`src/core/wfd_defs.svh`:
```
`ifndef WFD_DEFS_SVH
`define WFD_DEFS_SVH

// register byte offsets on the avalon slave
`define WFD_OFS_CTRL_STATUS 6'h00
`define WFD_OFS_IRQ_FLAGS 6'h04
`define WFD_OFS_IRQ_UNMASK 6'h08
`define WFD_OFS_PM_CONTROL 6'h0C
`define WFD_OFS_ADDR_LOW 6'h10
`define WFD_OFS_ADDR_MID 6'h14
`define WFD_OFS_ADDR_HIGH 6'h18
`define WFD_OFS_FILTER_CFG 6'h1C
`define WFD_OFS_MASK_BASE 6'h20
`define WFD_OFS_MASK_LAST 6'h2C
`define WFD_OFS_EXP_CRC 6'h30

// wake_ctrl_status fields
`define WFD_EN_LSB 0
`define WFD_SEEN_LSB 4
`define WFD_CONFIGURED_BIT 8
// phy_irq_flags / phy_irq_unmask field
`define WFD_IRQ_BIT 8
// power_mgmt_control: first phy uses bit 14, second bit 15
`define WFD_PM_WAKE_LSB 14
// pattern_filter_config fields
`define WFD_FLT_EN_BIT 31
`define WFD_FLT_TRIG_BIT 30
`define WFD_FLT_ADDR_CHK_BIT 29
`define WFD_FLT_ANY_MC_BIT 28
`define WFD_FLT_BCAST_BIT 27
`define WFD_OFFSET_W 10

// frame constants
`define WFD_CRC_INIT 16'hFFFF
`define WFD_MASK_BITS 128
`define WFD_DA_LEN 16'h0006
`define WFD_SCAN_START 16'h000C
`define WFD_SYNC_LEN 3'h6
`define WFD_ADDR_BYTES 3'h6
`define WFD_REPEAT_COUNT 5'h10

`endif

```
`src/core/wfd_pkg.sv`:
```
package wfd_pkg;

  typedef enum logic {WFD_RX_IDLE, WFD_RX_FRAME} wfd_rx_state_t;

  typedef struct packed {
    logic [2:0] sync_cnt;
    logic in_run;
    logic [2:0] byte_idx;
    logic [4:0] rep_cnt;
    logic found;
  } wfd_rep_state_t;

endpackage

```
`src/core/wfd_crc16.sv`:
```
`timescale 1ns/100ps
`default_nettype none

module wfd_crc16 (
  // running value and byte
  input wire logic [15:0] crc,
  input wire logic [7:0] data,
  // updated value
  output logic [15:0] crc_next
);

  logic [7:0] f;

  genvar i;
  generate
    for (i = 0; i < 8; i++) begin : g_chain
      if (i == 0) begin : g_first
        assign f[0] = crc[15] ^ data[0];
      end else begin : g_rest
        assign f[i] = crc[15-i] ^ f[i-1] ^ data[i];
      end
    end
    for (i = 2; i < 8; i++) begin : g_low
      assign crc_next[i] = f[7-i] ^ f[9-i];
    end
  endgenerate

  assign crc_next[15] = crc[7] ^ f[7];
  assign crc_next[14:10] = crc[6:2];
  assign crc_next[9] = crc[1] ^ f[0];
  assign crc_next[8] = crc[0] ^ f[1];
  assign crc_next[1] = f[6];
  assign crc_next[0] = f[7];

endmodule

`default_nettype wire

```
`src/core/wfd_repeat_det.sv`:
```
`timescale 1ns/100ps
`default_nettype none
`include "wfd_defs.svh"

module wfd_repeat_det (
  input wire logic clock,
  input wire logic rst_n,
  // frame stream
  input wire logic frame_start,
  input wire logic byte_valid,
  input wire logic scan_en,
  input wire logic [7:0] data,
  // programmed address, byte 0 in the low bits
  input wire logic [47:0] wake_addr,
  // sticky until next frame start
  output logic found
);

  wfd_pkg::wfd_rep_state_t s;
  wfd_pkg::wfd_rep_state_t n;
  logic [7:0] exp_byte;
  logic last_byte;

  assign exp_byte = wake_addr[{s.byte_idx, 3'h0} +: 8];
  assign last_byte = (s.byte_idx == `WFD_ADDR_BYTES - 3'h1);
  assign found = s.found;

  always_comb begin
    n = s;
    if (frame_start) begin
      n = '0;
    end else if (byte_valid && scan_en && !s.found) begin
      if (s.in_run) begin
        if (data == exp_byte) begin
          n.byte_idx = last_byte ? 3'h0 : s.byte_idx + 3'h1;
          if (last_byte) begin
            n.rep_cnt = s.rep_cnt + 5'h1;
            n.found = (s.rep_cnt == `WFD_REPEAT_COUNT - 5'h1);
          end
        end else begin
          // broken run: throw progress away and hunt for a new sync stream
          n.in_run = 1'b0;
          n.byte_idx = 3'h0;
          n.rep_cnt = 5'h0;
          n.sync_cnt = (data == 8'hFF) ? 3'h1 : 3'h0;
        end
      end else if (s.sync_cnt == `WFD_SYNC_LEN && data == wake_addr[7:0]) begin
        n.in_run = 1'b1;
        n.byte_idx = 3'h1;
      end else if (data == 8'hFF) begin
        // longer runs of all-ones stay in sync
        n.sync_cnt = (s.sync_cnt == `WFD_SYNC_LEN) ? s.sync_cnt : s.sync_cnt + 3'h1;
      end else begin
        n.sync_cnt = 3'h0;
      end
    end
  end

  always_ff @(posedge clock) begin
    if (!rst_n) begin
      s <= '0;
    end else begin
      s <= n;
    end
  end
endmodule

`default_nettype wire

```
`src/core/wfd_top.sv`:
```
// Local design decisions: the Avalon-MM register port and the placing of the registers.
`timescale 1ns/100ps
`default_nettype none
`include "wfd_defs.svh"

module wfd_top #(
  parameter int PHY_INDEX = 0
) (
  input wire logic clock,
  input wire logic rst_n,
  // avalon-mm slave
  input wire logic [5:0] avs_address,
  input wire logic avs_read,
  input wire logic avs_write,
  input wire logic [31:0] avs_writedata,
  input wire logic [3:0] avs_byteenable,
  output logic [31:0] avs_readdata,
  output logic avs_waitrequest,
  // receive stream from the phy datapath
  input wire logic rx_start,
  input wire logic rx_valid,
  input wire logic [7:0] rx_data,
  input wire logic rx_end,
  input wire logic rx_good,
  // wake outputs
  output logic irq_out,
  output logic pm_wake_event,
  output logic combined_wake_indication
);

  typedef struct packed {
    logic ack;
    logic [31:0] rdata;
    logic [3:0] en;
    logic [3:0] seen;
    logic configured;
    logic irq_flag;
    logic irq_unmask;
    logic [1:0] pm_wake_en;
    logic [47:0] wake_addr;
    logic flt_en;
    logic flt_trig;
    logic addr_chk;
    logic any_mc;
    logic bc_en;
    logic [`WFD_OFFSET_W-1:0] offset;
    logic [15:0] exp_crc;
    logic [`WFD_MASK_BITS-1:0] mask;
    wfd_pkg::wfd_rx_state_t rx_state;
    logic [15:0] byte_cnt;
    logic da_match;
    logic da_bcast;
    logic da_mcast;
    logic [15:0] crc;
    logic irq_q;
    logic pm_q;
    logic comb_q;
  } wfd_top_state_t;

  wfd_top_state_t s;
  wfd_top_state_t n;

  logic [15:0] crc_upd;
  logic rep_found;
  logic [31:0] img;
  logic [31:0] bmask;
  logic [31:0] wval;
  logic [31:0] clr;
  logic hit;
  logic wr;
  logic [16:0] rel;
  logic sel;
  logic frame_ok;
  logic uni_ok;
  logic mc_ok;
  logic bc_ok;
  logic addr_ok;
  logic [3:0] cand;
  logic [3:0] ev;

  // byte enables widened to a bit mask; shared by merge and clear-on-one
  function automatic logic [31:0] lane_mask(input logic [3:0] be);
    logic [31:0] m;
    m = '0;
    for (int b = 0; b < 4; b++) begin
      m[b*8 +: 8] = {8{be[b]}};
    end
    return m;
  endfunction

  function automatic logic is_mask_word(input logic [5:0] a);
    return (a >= `WFD_OFS_MASK_BASE) && (a <= `WFD_OFS_MASK_LAST);
  endfunction

  wfd_crc16 u_crc (
    .crc(s.crc),
    .data(rx_data),
    .crc_next(crc_upd)
  );

  wfd_repeat_det u_rep (
    .clock(clock),
    .rst_n(rst_n),
    .frame_start(rx_start),
    .byte_valid(rx_valid && s.rx_state == wfd_pkg::WFD_RX_FRAME),
    .scan_en(s.byte_cnt >= `WFD_SCAN_START),
    .data(rx_data),
    .wake_addr(s.wake_addr),
    .found(rep_found)
  );

  // one wait state on every access so read data comes from a flop
  assign hit = (avs_read || avs_write) && !s.ack;
  assign avs_waitrequest = (avs_read || avs_write) && !s.ack;
  assign wr = avs_write && s.ack;
  assign avs_readdata = s.rdata;
  assign irq_out = s.irq_q;
  assign pm_wake_event = s.pm_q;
  assign combined_wake_indication = s.comb_q;

  // register image, also the base for byte-lane merges
  always_comb begin
    img = '0;
    if (avs_address == `WFD_OFS_CTRL_STATUS) begin
      img[`WFD_EN_LSB +: 4] = s.en;
      img[`WFD_SEEN_LSB +: 4] = s.seen;
      img[`WFD_CONFIGURED_BIT] = s.configured;
    end else if (avs_address == `WFD_OFS_IRQ_FLAGS) begin
      img[`WFD_IRQ_BIT] = s.irq_flag;
    end else if (avs_address == `WFD_OFS_IRQ_UNMASK) begin
      img[`WFD_IRQ_BIT] = s.irq_unmask;
    end else if (avs_address == `WFD_OFS_PM_CONTROL) begin
      img[`WFD_PM_WAKE_LSB +: 2] = s.pm_wake_en;
    end else if (avs_address == `WFD_OFS_ADDR_LOW) begin
      img[15:0] = s.wake_addr[15:0];
    end else if (avs_address == `WFD_OFS_ADDR_MID) begin
      img[15:0] = s.wake_addr[31:16];
    end else if (avs_address == `WFD_OFS_ADDR_HIGH) begin
      img[15:0] = s.wake_addr[47:32];
    end else if (avs_address == `WFD_OFS_FILTER_CFG) begin
      img[`WFD_FLT_EN_BIT] = s.flt_en;
      img[`WFD_FLT_TRIG_BIT] = s.flt_trig;
      img[`WFD_FLT_ADDR_CHK_BIT] = s.addr_chk;
      img[`WFD_FLT_ANY_MC_BIT] = s.any_mc;
      img[`WFD_FLT_BCAST_BIT] = s.bc_en;
      img[`WFD_OFFSET_W-1:0] = s.offset;
    end else if (is_mask_word(avs_address)) begin
      img = s.mask[{avs_address[3:2], 5'h00} +: 32];
    end else if (avs_address == `WFD_OFS_EXP_CRC) begin
      img[15:0] = s.exp_crc;
    end
  end

  // pattern byte select: byte (offset + j) with mask bit j
  assign rel = {1'b0, s.byte_cnt} - {7'h00, s.offset};
  assign sel = (s.byte_cnt >= {6'h00, s.offset}) && (rel < 17'h00080)
               && s.mask[rel[6:0]];

  // address classes; broadcast also carries the group bit
  assign uni_ok = !s.da_mcast && (!s.addr_chk || s.da_match);
  assign mc_ok = s.da_mcast && !s.da_bcast
                 && (s.any_mc || (s.addr_chk && s.da_match));
  assign bc_ok = s.da_bcast && s.bc_en;
  assign addr_ok = uni_ok || mc_ok || bc_ok;

  // results are only looked at when the frame has passed its checks
  assign frame_ok = rx_end && rx_good && s.rx_state == wfd_pkg::WFD_RX_FRAME
                    && s.byte_cnt >= `WFD_DA_LEN;
  assign cand[3] = s.da_match;
  assign cand[2] = s.da_bcast;
  assign cand[1] = rep_found && ((s.da_match && !s.da_mcast) || s.da_bcast);
  assign cand[0] = s.flt_en && (s.crc == s.exp_crc) && addr_ok;
  assign ev = {4{frame_ok}} & s.en & cand;

  always_comb begin
    n = s;
    bmask = lane_mask(avs_byteenable);
    wval = (img & ~bmask) | (avs_writedata & bmask);
    clr = avs_writedata & bmask;
    n.ack = hit;
    if (hit && avs_read) begin
      n.rdata = img;
    end
    // bus writes; status bits clear on a written one
    if (wr) begin
      if (avs_address == `WFD_OFS_CTRL_STATUS) begin
        n.en = wval[`WFD_EN_LSB +: 4];
        n.seen = s.seen & ~clr[`WFD_SEEN_LSB +: 4];
        n.configured = wval[`WFD_CONFIGURED_BIT];
      end else if (avs_address == `WFD_OFS_IRQ_FLAGS) begin
        n.irq_flag = s.irq_flag & ~clr[`WFD_IRQ_BIT];
      end else if (avs_address == `WFD_OFS_IRQ_UNMASK) begin
        n.irq_unmask = wval[`WFD_IRQ_BIT];
      end else if (avs_address == `WFD_OFS_PM_CONTROL) begin
        n.pm_wake_en = wval[`WFD_PM_WAKE_LSB +: 2];
      end else if (avs_address == `WFD_OFS_ADDR_LOW) begin
        n.wake_addr[15:0] = wval[15:0];
      end else if (avs_address == `WFD_OFS_ADDR_MID) begin
        n.wake_addr[31:16] = wval[15:0];
      end else if (avs_address == `WFD_OFS_ADDR_HIGH) begin
        n.wake_addr[47:32] = wval[15:0];
      end else if (avs_address == `WFD_OFS_FILTER_CFG) begin
        n.flt_en = wval[`WFD_FLT_EN_BIT];
        n.flt_trig = s.flt_trig & ~clr[`WFD_FLT_TRIG_BIT];
        n.addr_chk = wval[`WFD_FLT_ADDR_CHK_BIT];
        n.any_mc = wval[`WFD_FLT_ANY_MC_BIT];
        n.bc_en = wval[`WFD_FLT_BCAST_BIT];
        n.offset = wval[`WFD_OFFSET_W-1:0];
      end else if (is_mask_word(avs_address)) begin
        n.mask[{avs_address[3:2], 5'h00} +: 32] = wval;
      end else if (avs_address == `WFD_OFS_EXP_CRC) begin
        n.exp_crc = wval[15:0];
      end
    end
    // receive side
    case (s.rx_state)
      wfd_pkg::WFD_RX_IDLE: begin
        if (rx_start) begin
          n.rx_state = wfd_pkg::WFD_RX_FRAME;
        end
      end
      wfd_pkg::WFD_RX_FRAME: begin
        if (rx_end) begin
          n.rx_state = wfd_pkg::WFD_RX_IDLE;
        end else if (rx_valid) begin
          if (s.byte_cnt < `WFD_DA_LEN) begin
            n.da_match = s.da_match
                         && (rx_data == s.wake_addr[{s.byte_cnt[2:0], 3'h0} +: 8]);
            n.da_bcast = s.da_bcast && (rx_data == 8'hFF);
            if (s.byte_cnt == 16'h0000) begin
              n.da_mcast = rx_data[0];
            end
          end
          if (sel) begin
            n.crc = crc_upd;
          end
          if (s.byte_cnt != 16'hFFFF) begin
            n.byte_cnt = s.byte_cnt + 16'h0001;
          end
        end
      end
      default: begin
        n.rx_state = wfd_pkg::WFD_RX_IDLE;
      end
    endcase
    // a start always restarts the frame, also after a frame lost its end
    if (rx_start) begin
      n.rx_state = wfd_pkg::WFD_RX_FRAME;
      n.byte_cnt = '0;
      n.crc = `WFD_CRC_INIT;
      n.da_match = 1'b1;
      n.da_bcast = 1'b1;
      n.da_mcast = 1'b0;
    end
    // hardware sets win over a clear in the same cycle
    n.seen[3:1] = n.seen[3:1] | ev[3:1];
    n.seen[0] = n.seen[0] | ev[0];
    n.flt_trig = n.flt_trig | ev[0];
    n.irq_flag = n.irq_flag | (|ev);
    n.comb_q = |(n.seen & n.en);
    n.irq_q = n.irq_flag && n.irq_unmask;
    n.pm_q = n.comb_q && n.pm_wake_en[PHY_INDEX];
  end

  // only the hard reset clears this state; software resets never reach it
  always_ff @(posedge clock) begin
    if (!rst_n) begin
      s <= '0;
    end else begin
      s <= n;
    end
  end
endmodule

`default_nettype wire

```
`config.mk`:
```
export PLATFORM = sky130hd
export DESIGN_NAME = wfd_top
export DESIGN_NICKNAME = d
export VERILOG_FILES = /design/src/core/wfd_pkg.sv /design/src/core/wfd_crc16.sv /design/src/core/wfd_repeat_det.sv /design/src/core/wfd_top.sv
export VERILOG_INCLUDE_DIRS = /design/src /design/src/core
export SDC_FILE = /design/constraint.sdc
export NUM_CORES = 1
export LEC_CHECK = 0
export BUFFER_PORTS_ARGS = -buffer_cell sky130_fd_sc_hd__buf_2
export CAP_MARGIN = 20
export CORE_ASPECT_RATIO = 0.9
export CORE_MARGIN = 1.5
export CORE_UTILIZATION = 45
export DETAILED_ROUTE_END_ITERATION = 8
export PLACE_DENSITY = 0.69
export SYNTH_ARGS = -nofsm -noshare
export SYNTH_HDL_FRONTEND = slang
export SYNTH_SLANG_ARGS = --single-unit
```
`constraint.sdc`:
```
create_clock -name clock -period 6.5 [get_ports clock]
set_clock_uncertainty 0.2 [all_clocks]
set_input_delay 0.325 -clock clock [delete_from_list [all_inputs] [get_ports clock]]
set_output_delay 0.325 -clock clock [all_outputs]
set_load 0.05 [all_outputs]
```
==> results, run 1 <==
- The path class of the tightest hold or removal check is in2reg.
- The final max-slew violation count is 0.
- Multiplexer cells account for 15.72% of the synthesized area.
- The detailed-placement wirelength estimate is 39060 um.
- Measured on the finished design, the core utilization comes to around half.
- Data on the critical path arrives at its endpoint at around 4.8 ns.
- The kind of start point of the critical path is a flip-flop.
- Global routing consumed, over all layers together, 28.52% of the routing resources.
- Yosys printed 0 warnings.
- In this run, post-CTS repair resized a total of 0 instances.
- The routed design could run at a clock period as short as 4.661 ns.
- The fraction of synthesized cell area in xor and xnor cells is 4.257%.
- The filler cell count in the final layout is 3319.
- The number of cells in the finished layout apart from fillers is roughly 2400.
- The initial antenna violation count was 2.
- The count of final hold-check violations was 0.
- Summed over all failing endpoints, the final setup total negative slack is 0 ns.
- The fraction of the mapped netlist area in compound gates is 18.36%.
- In the layout the commonest cells are dfxtp_1, nor2_1, nand2_1.
- The first-pass iteration count of the detailed router is 6.
- Counting every sink on the clock net gives 305.
- The number of antenna-violating nets in the routed design is 0.
- After layout, the worst path uses 71.71% of the clock period.
- The deepest level of the CTS H-tree is 2.
- The routed via count is 15150.
- Measured along the y axis, the die boundary spans 185.9 um.
- The initial utilization of the core area, before any placement, comes to approximately 46%.
- TritonCTS built the clock tree.
- The net count of the finished layout is 1947.
- Clock latency on the worst-skew pair, taken at its later pin, is approximately 0.53 ns.
- After Yosys synthesis, and, or, nand and nor cells account for 17.64% of the synthesized area.
- The first global-routing pass estimated 83230 um of wire.
- The total power is ~0.0043 W.
- The flow ran to the end, and the final reports show no timing, DRC or antenna violations.
- The total routed wirelength is 55350 um.
- After Yosys synthesis, full adders, half adders and majority gates account for 1.616% of the synthesized area.
- The peak ir drop on the vdd network is 0.1819 mV.
- Yosys mapped a number of flops with a built-in enable equal to 0.
- The repair_antennas step left the layout with diodes totalling 0.
- The number of clock buffers added by TritonCTS is 36.
- Yosys mapped the design onto 80 distinct sky130hd cell types.
- After detailed routing, the number of remaining DRC violations is 0.
- The finished cells cover 0.01845 mm^2.
- The worst setup path is of the reg2reg kind.
- Buffers placed on the I/O ports in this run total 93.
- Power spread over the standard cell area amounts to 231.4 mW/mm^2.
- The net count after synthesis is 1956.
- Derived from the worst setup path, the maximum achievable clock frequency is approximately 210 MHz.
- The commonest non-fill, non-tap cell in the layout is dfxtp_1.
- At the pin with the least slew margin, the transition time is 1.133 ns.
- Setup repair after global routing left no endpoint under its margin.
- Routability-driven placement finished with a final weighted congestion of 0.9318.
- In this run the tightest slew margin relative to its limit is roughly a quarter.
- The core region is approximately 0.036 mm^2.
- The register bit total from synthesis is 305.
- Global routing finished with a remaining overflow of 0.
- The part of the Yosys area used for sequential elements is 36.51%.
- The top-level port count is 94.
- On the critical path, the stage with the largest delay is an instance of dfxtp_1.
- The site row count is 66.
- From synthesis to final layout, the design area changed by 10.32%.
- For this run, the slowest stage of the critical path takes 0.72 ns.
- After detailed routing, the average wire length per cell comes to 23.33 um.
- The via count of the first global-routing pass is 13670.
- Walking the worst path, the cells encountered are inv_1, fa_1, xnor2_4, mux4_1, mux2i_1, mux2i_1, mux2_2, mux4_2, nand2_1, a211oi_1.
- The post-synthesis cell area is 0.01672 mm^2.
- The maximum fanout count along the critical path is 14.
- Synthesis produced a netlist whose cell count is 1877.
- The clock transition at the registers of the reported paths is 0.06 ns.
- The x dimension of the die is 206.2 um.
- The clock passes through at most 3 buffers.
- Averaged over all synthesized cells, the footprint is 8.909 um^2.
- The cell sitting at the root of the clock tree is a clkbuf_16.
- The post-placement cell area is 0.01716 mm^2.
- Entering global routing, the biggest net connects 114 pins.
- Max-cap violations in this run came to 0.
- Counting flops with an async set or reset pin after synthesis yields a share of 0%.
- The required time of the critical path is 6.66 ns.
- Setup violations remaining at the end of the flow were counted as 0.
- The die covers 0.03833 mm^2.
- The number of cells in the design after placement is 2299.
- The ratio of routed vias to standard cells is 6.387.
- The detailed router finished its first iteration with 1959 violations.
- In the final layout, the share of cells above drive strength 1 is 16.09%.
- Counting stages on the worst path, the most repeated cell is mux2i_1.
- The dominant combinational cell family by area after synthesis is compound AO/OA/AOI/OAI gates.
- The analysis attributes to cell leakage a power of 6.764 nW.
- The most used flip-flop cell after synthesis is dfxtp_1.
- The sort of element at the end of the critical path is a flip-flop.
==> stage by stage <==
step | hold WS (ns) | setup slack (ns)
floorplan | 0.2319 | 1.929
global placement | 0.2380 | 1.884
detailed placement | 0.2434 | 1.682
CTS | 0.01721 | 1.672
global route | 0.04813 | 1.653
finish | 0.02644 | 1.839
==> layout make-up <==
| type | count | area, um^2 | share of cell area (%) |
|---|---|---|---|
| inverters | 32 | 125.1 | 0.6782 |
| clock inverters | 14 | 137.6 | 0.7461 |
| multi-input cells | 1365 | 9661 | 52.37 |
| flip-flops and latches | 305 | 6106 | 33.10 |
| well taps | 476 | 595.6 | 3.228 |
| clock buffers | 52 | 1062 | 5.758 |
| repair buffers | 128 | 760.7 | 4.124 |
==> logic make-up after synthesis <==
group,count (synthesis)
multiplexers,152
adder cells (fa/ha/maj),21
XOR/XNOR,77
buffers and inverters,207
AND/OR/NAND/NOR,665
AO/OA/AOI/OAI,450
flip-flops,305
==> power breakdown <==
part	leakage, nW	total [W]	internal (W)	switching (W)
registers	2.46	0.00190	0.00188	0.0000181
clock network	0.583	0.00205	0.00122	0.000828
logic	3.72	0.000318	0.0000988	0.000219
total	6.76	0.00427	0.00320	0.00107
==> path summary, 6_finish.rpt <==
path / from / slack [ns] / cells past startpoint / to
hold reg to reg: u_rep.s[5]$_SDFFE_PP0P_ / 0.25 / 2 / u_rep.s[5]$_SDFFE_PP0P_
hold / removal: avs_byteenable[0] / 0.03 / 4 / s[251]$_SDFF_PN0_
setup / recovery: s[23]$_SDFFE_PP0P_ / 1.84 / 10 / s[13]$_SDFFE_PN0P_
setup reg to reg: s[23]$_SDFFE_PP0P_ / 1.84 / 10 / s[13]$_SDFFE_PN0P_
==> cells in the mapped netlist (all sizes together), types with 6 or more instances <==
cell type	number	share of area (%)
nor3	44	1.4
nor2b	11	0.41
o31ai	8	0.36
a21oi	115	3.4
and3	8	0.30
ha	20	1.5
mux4	82	11
nand3b	8	0.36
buf	57	2.3
or3	14	0.52
a22oi	139	6.2
nand2	181	4.1
inv	29	0.65
a211oi	28	1.3
xor2	31	1.6
a2bb2oi	18	0.94
dfxtp	305	37
and2	15	0.56
a221oi	10	0.52
xnor2	46	2.6
nand3	21	0.63
o22ai	8	0.30
nand4	12	0.45
a222oi	6	0.36
nor2	304	6.8
mux2	29	2.0
mux2i	41	2.5
or2	8	0.30
nor4	12	0.49
or4	6	0.27
a311oi	6	0.31
o21ai	51	1.5
clkbuf	117	2.8
o221ai	7	0.37
a21o	6	0.27
a31oi	10	0.37
==> metal layers <==
layer	track usage, %	part of all wire [%]	up-vias
met5	0	0.013	-
met3	6.740	12	151
met2	39.97	41	900
li1	-	-	6803
met1	41.59	43	7295
met4	11.80	3.9	2
==> repair_timing <==
action                    CTS  global route
buffers inserted            0             0
hold endpoints to repair    4             0
hold buffers                6             0
==> worst max-delay path, delay by kind of cell (launching register included) <==
kind	cells	cell delay, ns
compound gates	1	0.10
xor+xnor	1	0.50
fa+ha+maj	1	0.60
buf+inv	1	0.21
flops	1	0.72
mux	5	1.95
simple gates	1	0.22
(Power assumes the default switching activity.)
==> run 2, diff against run 1 <==
==> constraint.sdc (replaced) <==
create_clock -name clock -period 4.4 [get_ports clock]
set_clock_uncertainty 0.2 [all_clocks]
set_input_delay 0.22 -clock clock [delete_from_list [all_inputs] [get_ports clock]]
set_output_delay 0.22 -clock clock [all_outputs]
set_load 0.05 [all_outputs]
==> run 2 against run 1 <==
Effect of this change: sequential power grew 48%; first-iteration DRC count shrank 4.9%; critical endpoint is now s[15]$_SDFFE_PN0P_; register-to-register slack lost 1.6 ns; wire length is essentially flat.
==> results, run 2 (same netlist as run 1, synthesis figures left out) <==
- The post-layout instance area is 0.01863 mm^2 (+1.0%).
- The final max-slew violation count was 0 (unchanged).
- The leakage power figure is 6.886 nW (+1.8%).
- The number of antenna-violating nets in the routed design came to 0 (unchanged).
- The number of max-cap violations is 0 (unchanged).
- The final routed wire length divided by cell count was 23.10 um (-1.0%).
- The global-route usage over all layers came to 28.72% (+0.19 points).
- The total power came to 0.006199 W (+45%).
- In this run the critical register-to-register path is captured at s[15]$_SDFFE_PN0P_.
- The maximum number of pins on one net before global-route repair is 139 (+22%).
- The minimum clock period after layout is 4.145 ns (-0.5161 ns).
- The deepest level of the CTS H-tree is 2 (unchanged).
- The starting density of the core is 45.92% (unchanged).
- The sort of element at the end of the critical path is a flip-flop.
- The stage delay of the slowest cell on the critical path is 0.63 ns (-0.09 ns).
- The run finished with clean final reports.
- The fraction of layout cells with a size suffix above 1 came to 16.63% (+0.55 points).
- The area enclosed by the die boundary is 0.03833 mm^2 (unchanged).
- The maximum root-to-sink buffer count is 3 (unchanged).
- The net count of the finished layout is 1974 (+1.4%).
- The final worst-path cycle share is 94.21% (+22 points).
- The critical path's slowest cell is mux4_1.
- The x dimension of the die is 206.2 um (unchanged).
- The routed via count came to 15070 (-0.54%).
- The power density over the cells is 332.7 mW/mm^2 (+44%).
- For hold timing, the worst endpoint is s[3]$_SDFFE_PN0P_.
- The latest clock arrival within the worst-skew pair is 0.54 ns (about the same).
- The number of instances on the worst hold path was 4 (unchanged).
- The post-placement cell area came to 0.01735 mm^2 (+1.1%).
- Setup repair after global routing left no endpoint under its margin.
- The endpoint arrival time on the critical path is 4.32 ns (-0.50 ns).
- The kind of start point of the critical path is a flip-flop.
- The count of routing violations after the opening detailed-route iteration was 1863 (-4.9%).
- The number of buffers added for setup after CTS is 0 (unchanged).
- The worst slew margin relative to its limit is 32.71% (+8.2 points).
- The startpoint of the lowest-slack hold path is rx_valid.
- In this run the critical register-to-register path is launched from s[22]$_SDFFE_PP0P_.
- The peak ir drop on the vdd network is 0.3465 mV (+91%).
- The root buffer cell is clkbuf_16.
- The most frequent cell on the critical path is mux2i_1.
- The clock transition at the registers of the reported paths is 0.06 ns (about the same).
- The measured slew at the worst slew-check pin is 1.007 ns (-0.1261 ns).
- The initial antenna violation count is 0 (-2).
- The overall die height is 185.9 um (unchanged).
- The path type of the worst min-delay path is in2reg.
- The first-pass GRT wire length is 84470 um (+1.5%).
- The setup total negative slack came to 0 ns (unchanged).
- The commonest non-fill, non-tap cell in the layout is dfxtp_1.
- The site row count was 66 (unchanged).
- The first-pass iteration count of the detailed router is 6 (unchanged).
- The setup slack of the worst register-to-register path is 0.25 ns (-1.58 ns).
- The maximum fanout count along the critical path came to 11 (-3).
- The critical path is of the reg2reg type.
- The highest clock frequency the design can meet is 241.2 MHz (+12%).
- The count of final hold-check violations came to 0 (unchanged).
- The weighted congestion at the end of routability-driven global placement is 0.9423 (+1.1%).
- The total number of clock tree sinks is 305 (unchanged).
- The required time of the critical path was 4.57 ns (-2.09 ns).
- Leaving out fill and tap cells, the most frequent cells in the layout are dfxtp_1, nor2_1, nand2_1.
- The via count of the first global-routing pass is 14200 (+3.9%).
- The detailed-placement wirelength estimate is 39910 um (+2.2%).
- The path depth of the worst reg2reg path is 11 (+1).
- The number of failing setup endpoints in the final timing report was 0 (unchanged).
- The layout overhead on the synthesized area is 11.43%.
- The count of buffers inserted at the top-level ports is 93 (unchanged).
- The top-level port count is 94 (unchanged).
- The placeable core area was 0.03642 mm^2 (unchanged).
- The share of the core filled with cells came to 51.17% (+0.51 points).
- The global-route congestion overflow total is 0 (unchanged).
- TritonCTS built the clock tree.
- The number of design rule violations left after detail routing came to 0 (unchanged).
- The ratio of routed vias to standard cells came to 6.294 (-1.5%).
- The number of buffers inserted during clock tree synthesis is 35 (-2.8%).
- The total routed wirelength is 55300 um (about the same).
- The critical path goes through inv_1, ha_1, fa_1, xnor2_4, mux4_1, mux2i_1, mux2i_1, mux2_2, mux4_2, nand2_1, a211oi_1.
- The number of diodes is 0 (unchanged).
[run 2: changes by cell type in the layout (fill, tap and decap cells not counted), moves of 2 or more]
cell / before / now
buf_4: 28 / 46
clkinv_2: 6 / 2
clkbuf_16: 38 / 36
buf_12: 0 / 3
dlygate4sd3_1: 6 / 14
clkinvlp_4: 4 / 1
bufinv_16: 2 / 0
clkbuf_8: 8 / 12
[run 2: layout make-up]
cell class	instances	area, um^2
clock buffer	54	1089
clock inverter	6	51.30
fill	3301	17780
inverter	32	127.6
multi-input combinational	1365	9654
sequential	305	6106
tap	476	595.6
timing repair buffer	156	1011
[run 2: how the worst max path moves through the flow]
| stage | startpoint | end | slack, ns | depth (start not counted) |
|---|---|---|---|---|
| after floorplan | s[22]$_SDFFE_PP0P_ | s[11]$_SDFFE_PN0P_ | 0.04 | 14 |
| after global placement | s[22]$_SDFFE_PP0P_ | s[15]$_SDFFE_PN0P_ | 0.33 | 12 |
| after CTS | s[22]$_SDFFE_PP0P_ | s[15]$_SDFFE_PN0P_ | 0.24 | 12 |
| final | s[22]$_SDFFE_PP0P_ | s[15]$_SDFFE_PN0P_ | 0.25 | 11 |
| after detailed placement | s[22]$_SDFFE_PP0P_ | s[16]$_SDFFE_PN0P_ | 0.25 | 12 |
| after global routing | s[22]$_SDFFE_PP0P_ | s[14]$_SDFFE_PN0P_ | 0.09 | 12 |
[run 2: per-stage QoR]
| stage | hold slack [ns] | cells | worst slack, ns |
|---|---|---|---|
| global route | 0.01085 | 2394 | 0.09340 |
| detailed placement | 0.2462 | 2320 | 0.2520 |
| finish | 0.0002713 | 2394 | 0.2548 |
| CTS | 0.00003542 | 2394 | 0.2366 |
| floorplan | 0.1417 | 1877 | 0.03595 |
| global placement | 0.2375 | 2320 | 0.3300 |
[run 2: timing repair]
| action | 4_1_cts | 5_1_grt |
|---|---|---|
| gates resized for setup | 0 | 0 |
| hold buffers | 14 | 0 |
| hold endpoints to repair | 14 | 0 |
[run 2: power breakdown]
part / internal, W / switching (W)
combinational: 0.000158 / 0.000330
clock: 0.00171 / 0.00120
sequential: 0.00278 / 0.0000273
total: 0.00465 / 0.00155
[run 2: critical path, delay by kind of cell (launching register included)]
kind	cells	cell delay, ns
AO/OA/AOI/OAI	1	0.10
XOR/XNOR	1	0.46
adder cells (fa/ha/maj)	2	0.72
buffers and inverters	1	0.06
flip-flops	1	0.32
multiplexers	5	1.88
AND/OR/NAND/NOR	1	0.24
[run 2: layer usage]
metal / up-vias / share of wire, % / global-route usage (%)
li1: 6841 / - / -
met1: 7260 / 43 / 41.31
met2: 864 / 42 / 42.40
met3: 104 / 11 / 6.145
met4: 0 / 3.6 / 9.768
met5: - / 0 / 0
==> run 3, diff against run 2 <==
--- a/config.mk
+++ b/config.mk
@@ -10,9 +10,10 @@
 export CAP_MARGIN = 20
 export CORE_ASPECT_RATIO = 0.9
 export CORE_MARGIN = 1.5
-export CORE_UTILIZATION = 45
+export CORE_UTILIZATION = 62
 export DETAILED_ROUTE_END_ITERATION = 8
-export PLACE_DENSITY = 0.69
+export PLACE_DENSITY = 0.88
 export SYNTH_ARGS = -nofsm -noshare
 export SYNTH_HDL_FRONTEND = slang
 export SYNTH_SLANG_ARGS = --single-unit
+export TNS_END_PERCENT = 20
==> run 3 against run 2 <==
Effect of this change: the run now ends with hold timing left; die area fell by 27%; maximum frequency shrank 0.59%; clock power down 2%; global-route usage increased by 11 points; non-clock buffer count is 25 higher; via count is 6.9% higher; sequential power hardly changed; sequential cell count unchanged; worst hold slack got worse by 0.0094 ns; register-to-register slack got worse by 0.02 ns; power down 0.91%; cell area barely moved; largest cell class unchanged.
==> results, run 3 (same netlist as run 1, synthesis figures left out) <==
- The placeable core area came to 0.02628 mm^2 (-28%).
- The setup slack of the worst register-to-register path was 0.23 ns (-0.02 ns).
- The leakage power figure was 6.947 nW (+0.88%).
- The fraction of layout cells with a size suffix above 1 is 16.50% (-0.13 points).
- The detailed-placement wirelength estimate is 38900 um (-2.5%).
- The type of the worst setup path is reg2reg.
- The global-route congestion overflow total came to 0 (unchanged).
- The starting density of the core is 63.64% (+18 points).
- The kind of start point of the critical path is a flip-flop.
- STA classifies the critical path endpoint as a flip-flop.
- The total number of clock tree sinks is 305 (unchanged).
- The count of buffers inserted at the top-level ports came to 93 (unchanged).
- The number of max-cap violations is 0 (unchanged).
- The share of the core filled with cells is 70.91% (+20 points).
- TritonCTS built the clock tree.
- The maximum root-to-sink buffer count is 3 (unchanged).
- The measured slew at the worst slew-check pin is 1.005 ns (-0.001839 ns).
- The first-pass GRT wire length is 86660 um (+2.6%).
- The ratio of routed vias to standard cells was 7.038 (+12%).
- The run finished, with violations left.
- The first-pass iteration count of the detailed router is 8 (+2).
- The endpoint arrival time on the critical path was 4.41 ns (+0.09 ns).
- The number of cells in the finished layout apart from fillers came to 2288 (-4.4%).
- The final worst-path cycle share is 94.76% (+0.55 points).
- The top-level port count is 94 (unchanged).
- The power density over the cells is 329.7 mW/mm^2 (-0.91%).
- The minimum clock period after layout is 4.170 ns (+0.02441 ns).
- The initial antenna violation count was 3 (+3).
- The number of failing setup endpoints in the final timing report is 0 (unchanged).
- The stage delay of the slowest cell on the critical path is 0.61 ns (-0.02 ns).
- Leaving out fill and tap cells, the most frequent cells in the layout are dfxtp_1, nor2_1, nand2_1.
- The final max-slew violation count came to 0 (unchanged).
- The count of routing violations after the opening detailed-route iteration was 2714 (+46%).
- The weighted congestion at the end of routability-driven global placement came to 1.002 (+6.3%).
- The area enclosed by the die boundary came to 0.02797 mm^2 (-27%).
- The checks that failed: hold timing.
- The via count of the first global-routing pass is 15140 (+6.6%).
- The worst hold slack is -0.009102 ns (-0.009373 ns).
- Setup repair after global routing left no endpoint under its margin.
- The number of buffers inserted during clock tree synthesis is 31 (-11%).
- The maximum number of pins on one net before global-route repair is 85 (-39%).
- Leaving out fill and tap cells, the most frequent cell in the layout is dfxtp_1.
- Clock tree synthesis selected as its root buffer the cell clkbuf_16.
- The final routed wire length divided by cell count is 24.56 um (+6.3%).
- The setup total negative slack came to 0 ns (unchanged).
- The layout overhead on the synthesized area was 11.43% (about the same).
- The worst slew margin relative to its limit is 32.99% (+0.29 points).
- Broken down by cell family, the worst path's largest delay share belongs to multiplexers.
- The tightest min-delay check is of the in2reg type.
- The count of final hold-check violations is 2 (+2).
- The deepest level of the CTS H-tree is 1 (-1).
- The filler cell count in the final layout is 1883 (-43%).
- The number of cells in the design after placement came to 2195 (-5.4%).
- The overall die height is 158.8 um (-15%).
- The worst path buffer plus inverter count is 2 (+1).
- The highest clock frequency the design can meet came to 239.8 MHz (-0.59%).
- The total of cells resized after clock tree synthesis was 0 (unchanged).
- The number of antenna-violating nets in the routed design is 0 (unchanged).
- The critical path's slowest cell is mux4_2.
- The total routed wirelength is 56190 um (+1.6%).
- The maximum fanout count along the critical path was 12 (+1).
- The net count of the finished layout came to 1995 (+1.1%).
- The number of design rule violations left after detail routing is 0 (unchanged).
- The critical path goes through inv_1, ha_1, fa_1, xor2_1, buf_4, mux4_1, mux2i_1, mux2i_1, mux2_2, mux4_2, nand2_1, a211oi_1.
- The latest clock arrival within the worst-skew pair is 0.59 ns (+0.05 ns).
- In this design, the critical path's most frequently occurring cell is mux2i_1.
- The routed via count is 16100 (+6.9%).
- The peak ir drop on the vdd network is 0.3266 mV (-5.7%).
- The global-route usage over all layers came to 39.45% (+11 points).
- The x dimension of the die is 176.1 um (-15%).
- The required time of the critical path came to 4.64 ns (+0.07 ns).
- The clock transition at the registers of the reported paths came to 0.06 ns (about the same).
- The site row count came to 56 (-15%).
[run 3: layout make-up]
type / instances / area [um^2] / share of cell area, %
multi-input combinational: 1365 / 9654 / 51.81
sequential: 305 / 6106 / 32.77
timing repair buffer: 181 / 1229 / 6.594
clock buffer: 44 / 914.6 / 4.909
tap: 348 / 435.4 / 2.337
clock inverter: 12 / 166.4 / 0.8931
inverter: 32 / 125.1 / 0.6715
antenna: 1 / 2.502 / 0.01343
[run 3: metal layers]
metal  part of all wire [%]  track usage [%]  routed length (um)
met5                  0.016                0                   9
met4                    4.6            17.29                2580
met3                     17            13.05                9341
met2                     42            55.57               23430
met1                     37            54.84               20840
[run 3: power breakdown]
group	leakage [nW]	internal (W)	total, W	switching [W]
Sequential	2.46	0.00278	0.00281	0.0000283
Combinational	3.95	0.000169	0.000507	0.000338
Clock	0.536	0.00167	0.00283	0.00116
[run 3: worst paths after layout]
| path | from | to | cells past startpoint |
|---|---|---|---|
| setup / recovery | s[22]$_SDFFE_PP0P_ | s[14]$_SDFFE_PN0P_ | 12 |
| hold reg to reg | s[250]$_SDFFE_PN0P_ | s[250]$_SDFFE_PN0P_ | 2 |
| setup reg to reg | s[22]$_SDFFE_PP0P_ | s[14]$_SDFFE_PN0P_ | 12 |
| hold / removal | avs_writedata[27] | flip-flop | 5 |
[run 3: what timing repair did]
action / in CTS / in global routing
endpoints found under the hold margin: 75 / 0
setup endpoints to repair: 0 / 0
setup buffers: 0 / 0
hold buffers: 36 / 0
[run 3: worst reg2reg max path: stages, from the launching register on]
cell	delay, ns
dfxtp_1	0.32
inv_1	0.06
ha_1	0.21
fa_1	0.51
xor2_1	0.23
buf_4	0.29
mux4_1	0.59
mux2i_1	0.23
mux2i_1	0.16
mux2_2	0.30
mux4_2	0.61
nand2_1	0.22
a211oi_1	0.10
[run 3: through the flow]
step | hold WS [ns] | power (W) | area [um^2] | setup slack (ns)
after floorplan | 0.1417 | 0.003186 | 16720 | 0.03595
after global placement | 0.2398 | 0.003325 | 17190 | 0.3926
after detailed placement | 0.2444 | 0.003333 | 17190 | 0.3064
after CTS | 0.005719 | 0.006102 | 18630 | 0.2887
after global routing | 0.04788 | 0.006254 | 18630 | 0.1237
final | -0.009102 | 0.006143 | 18630 | 0.2304
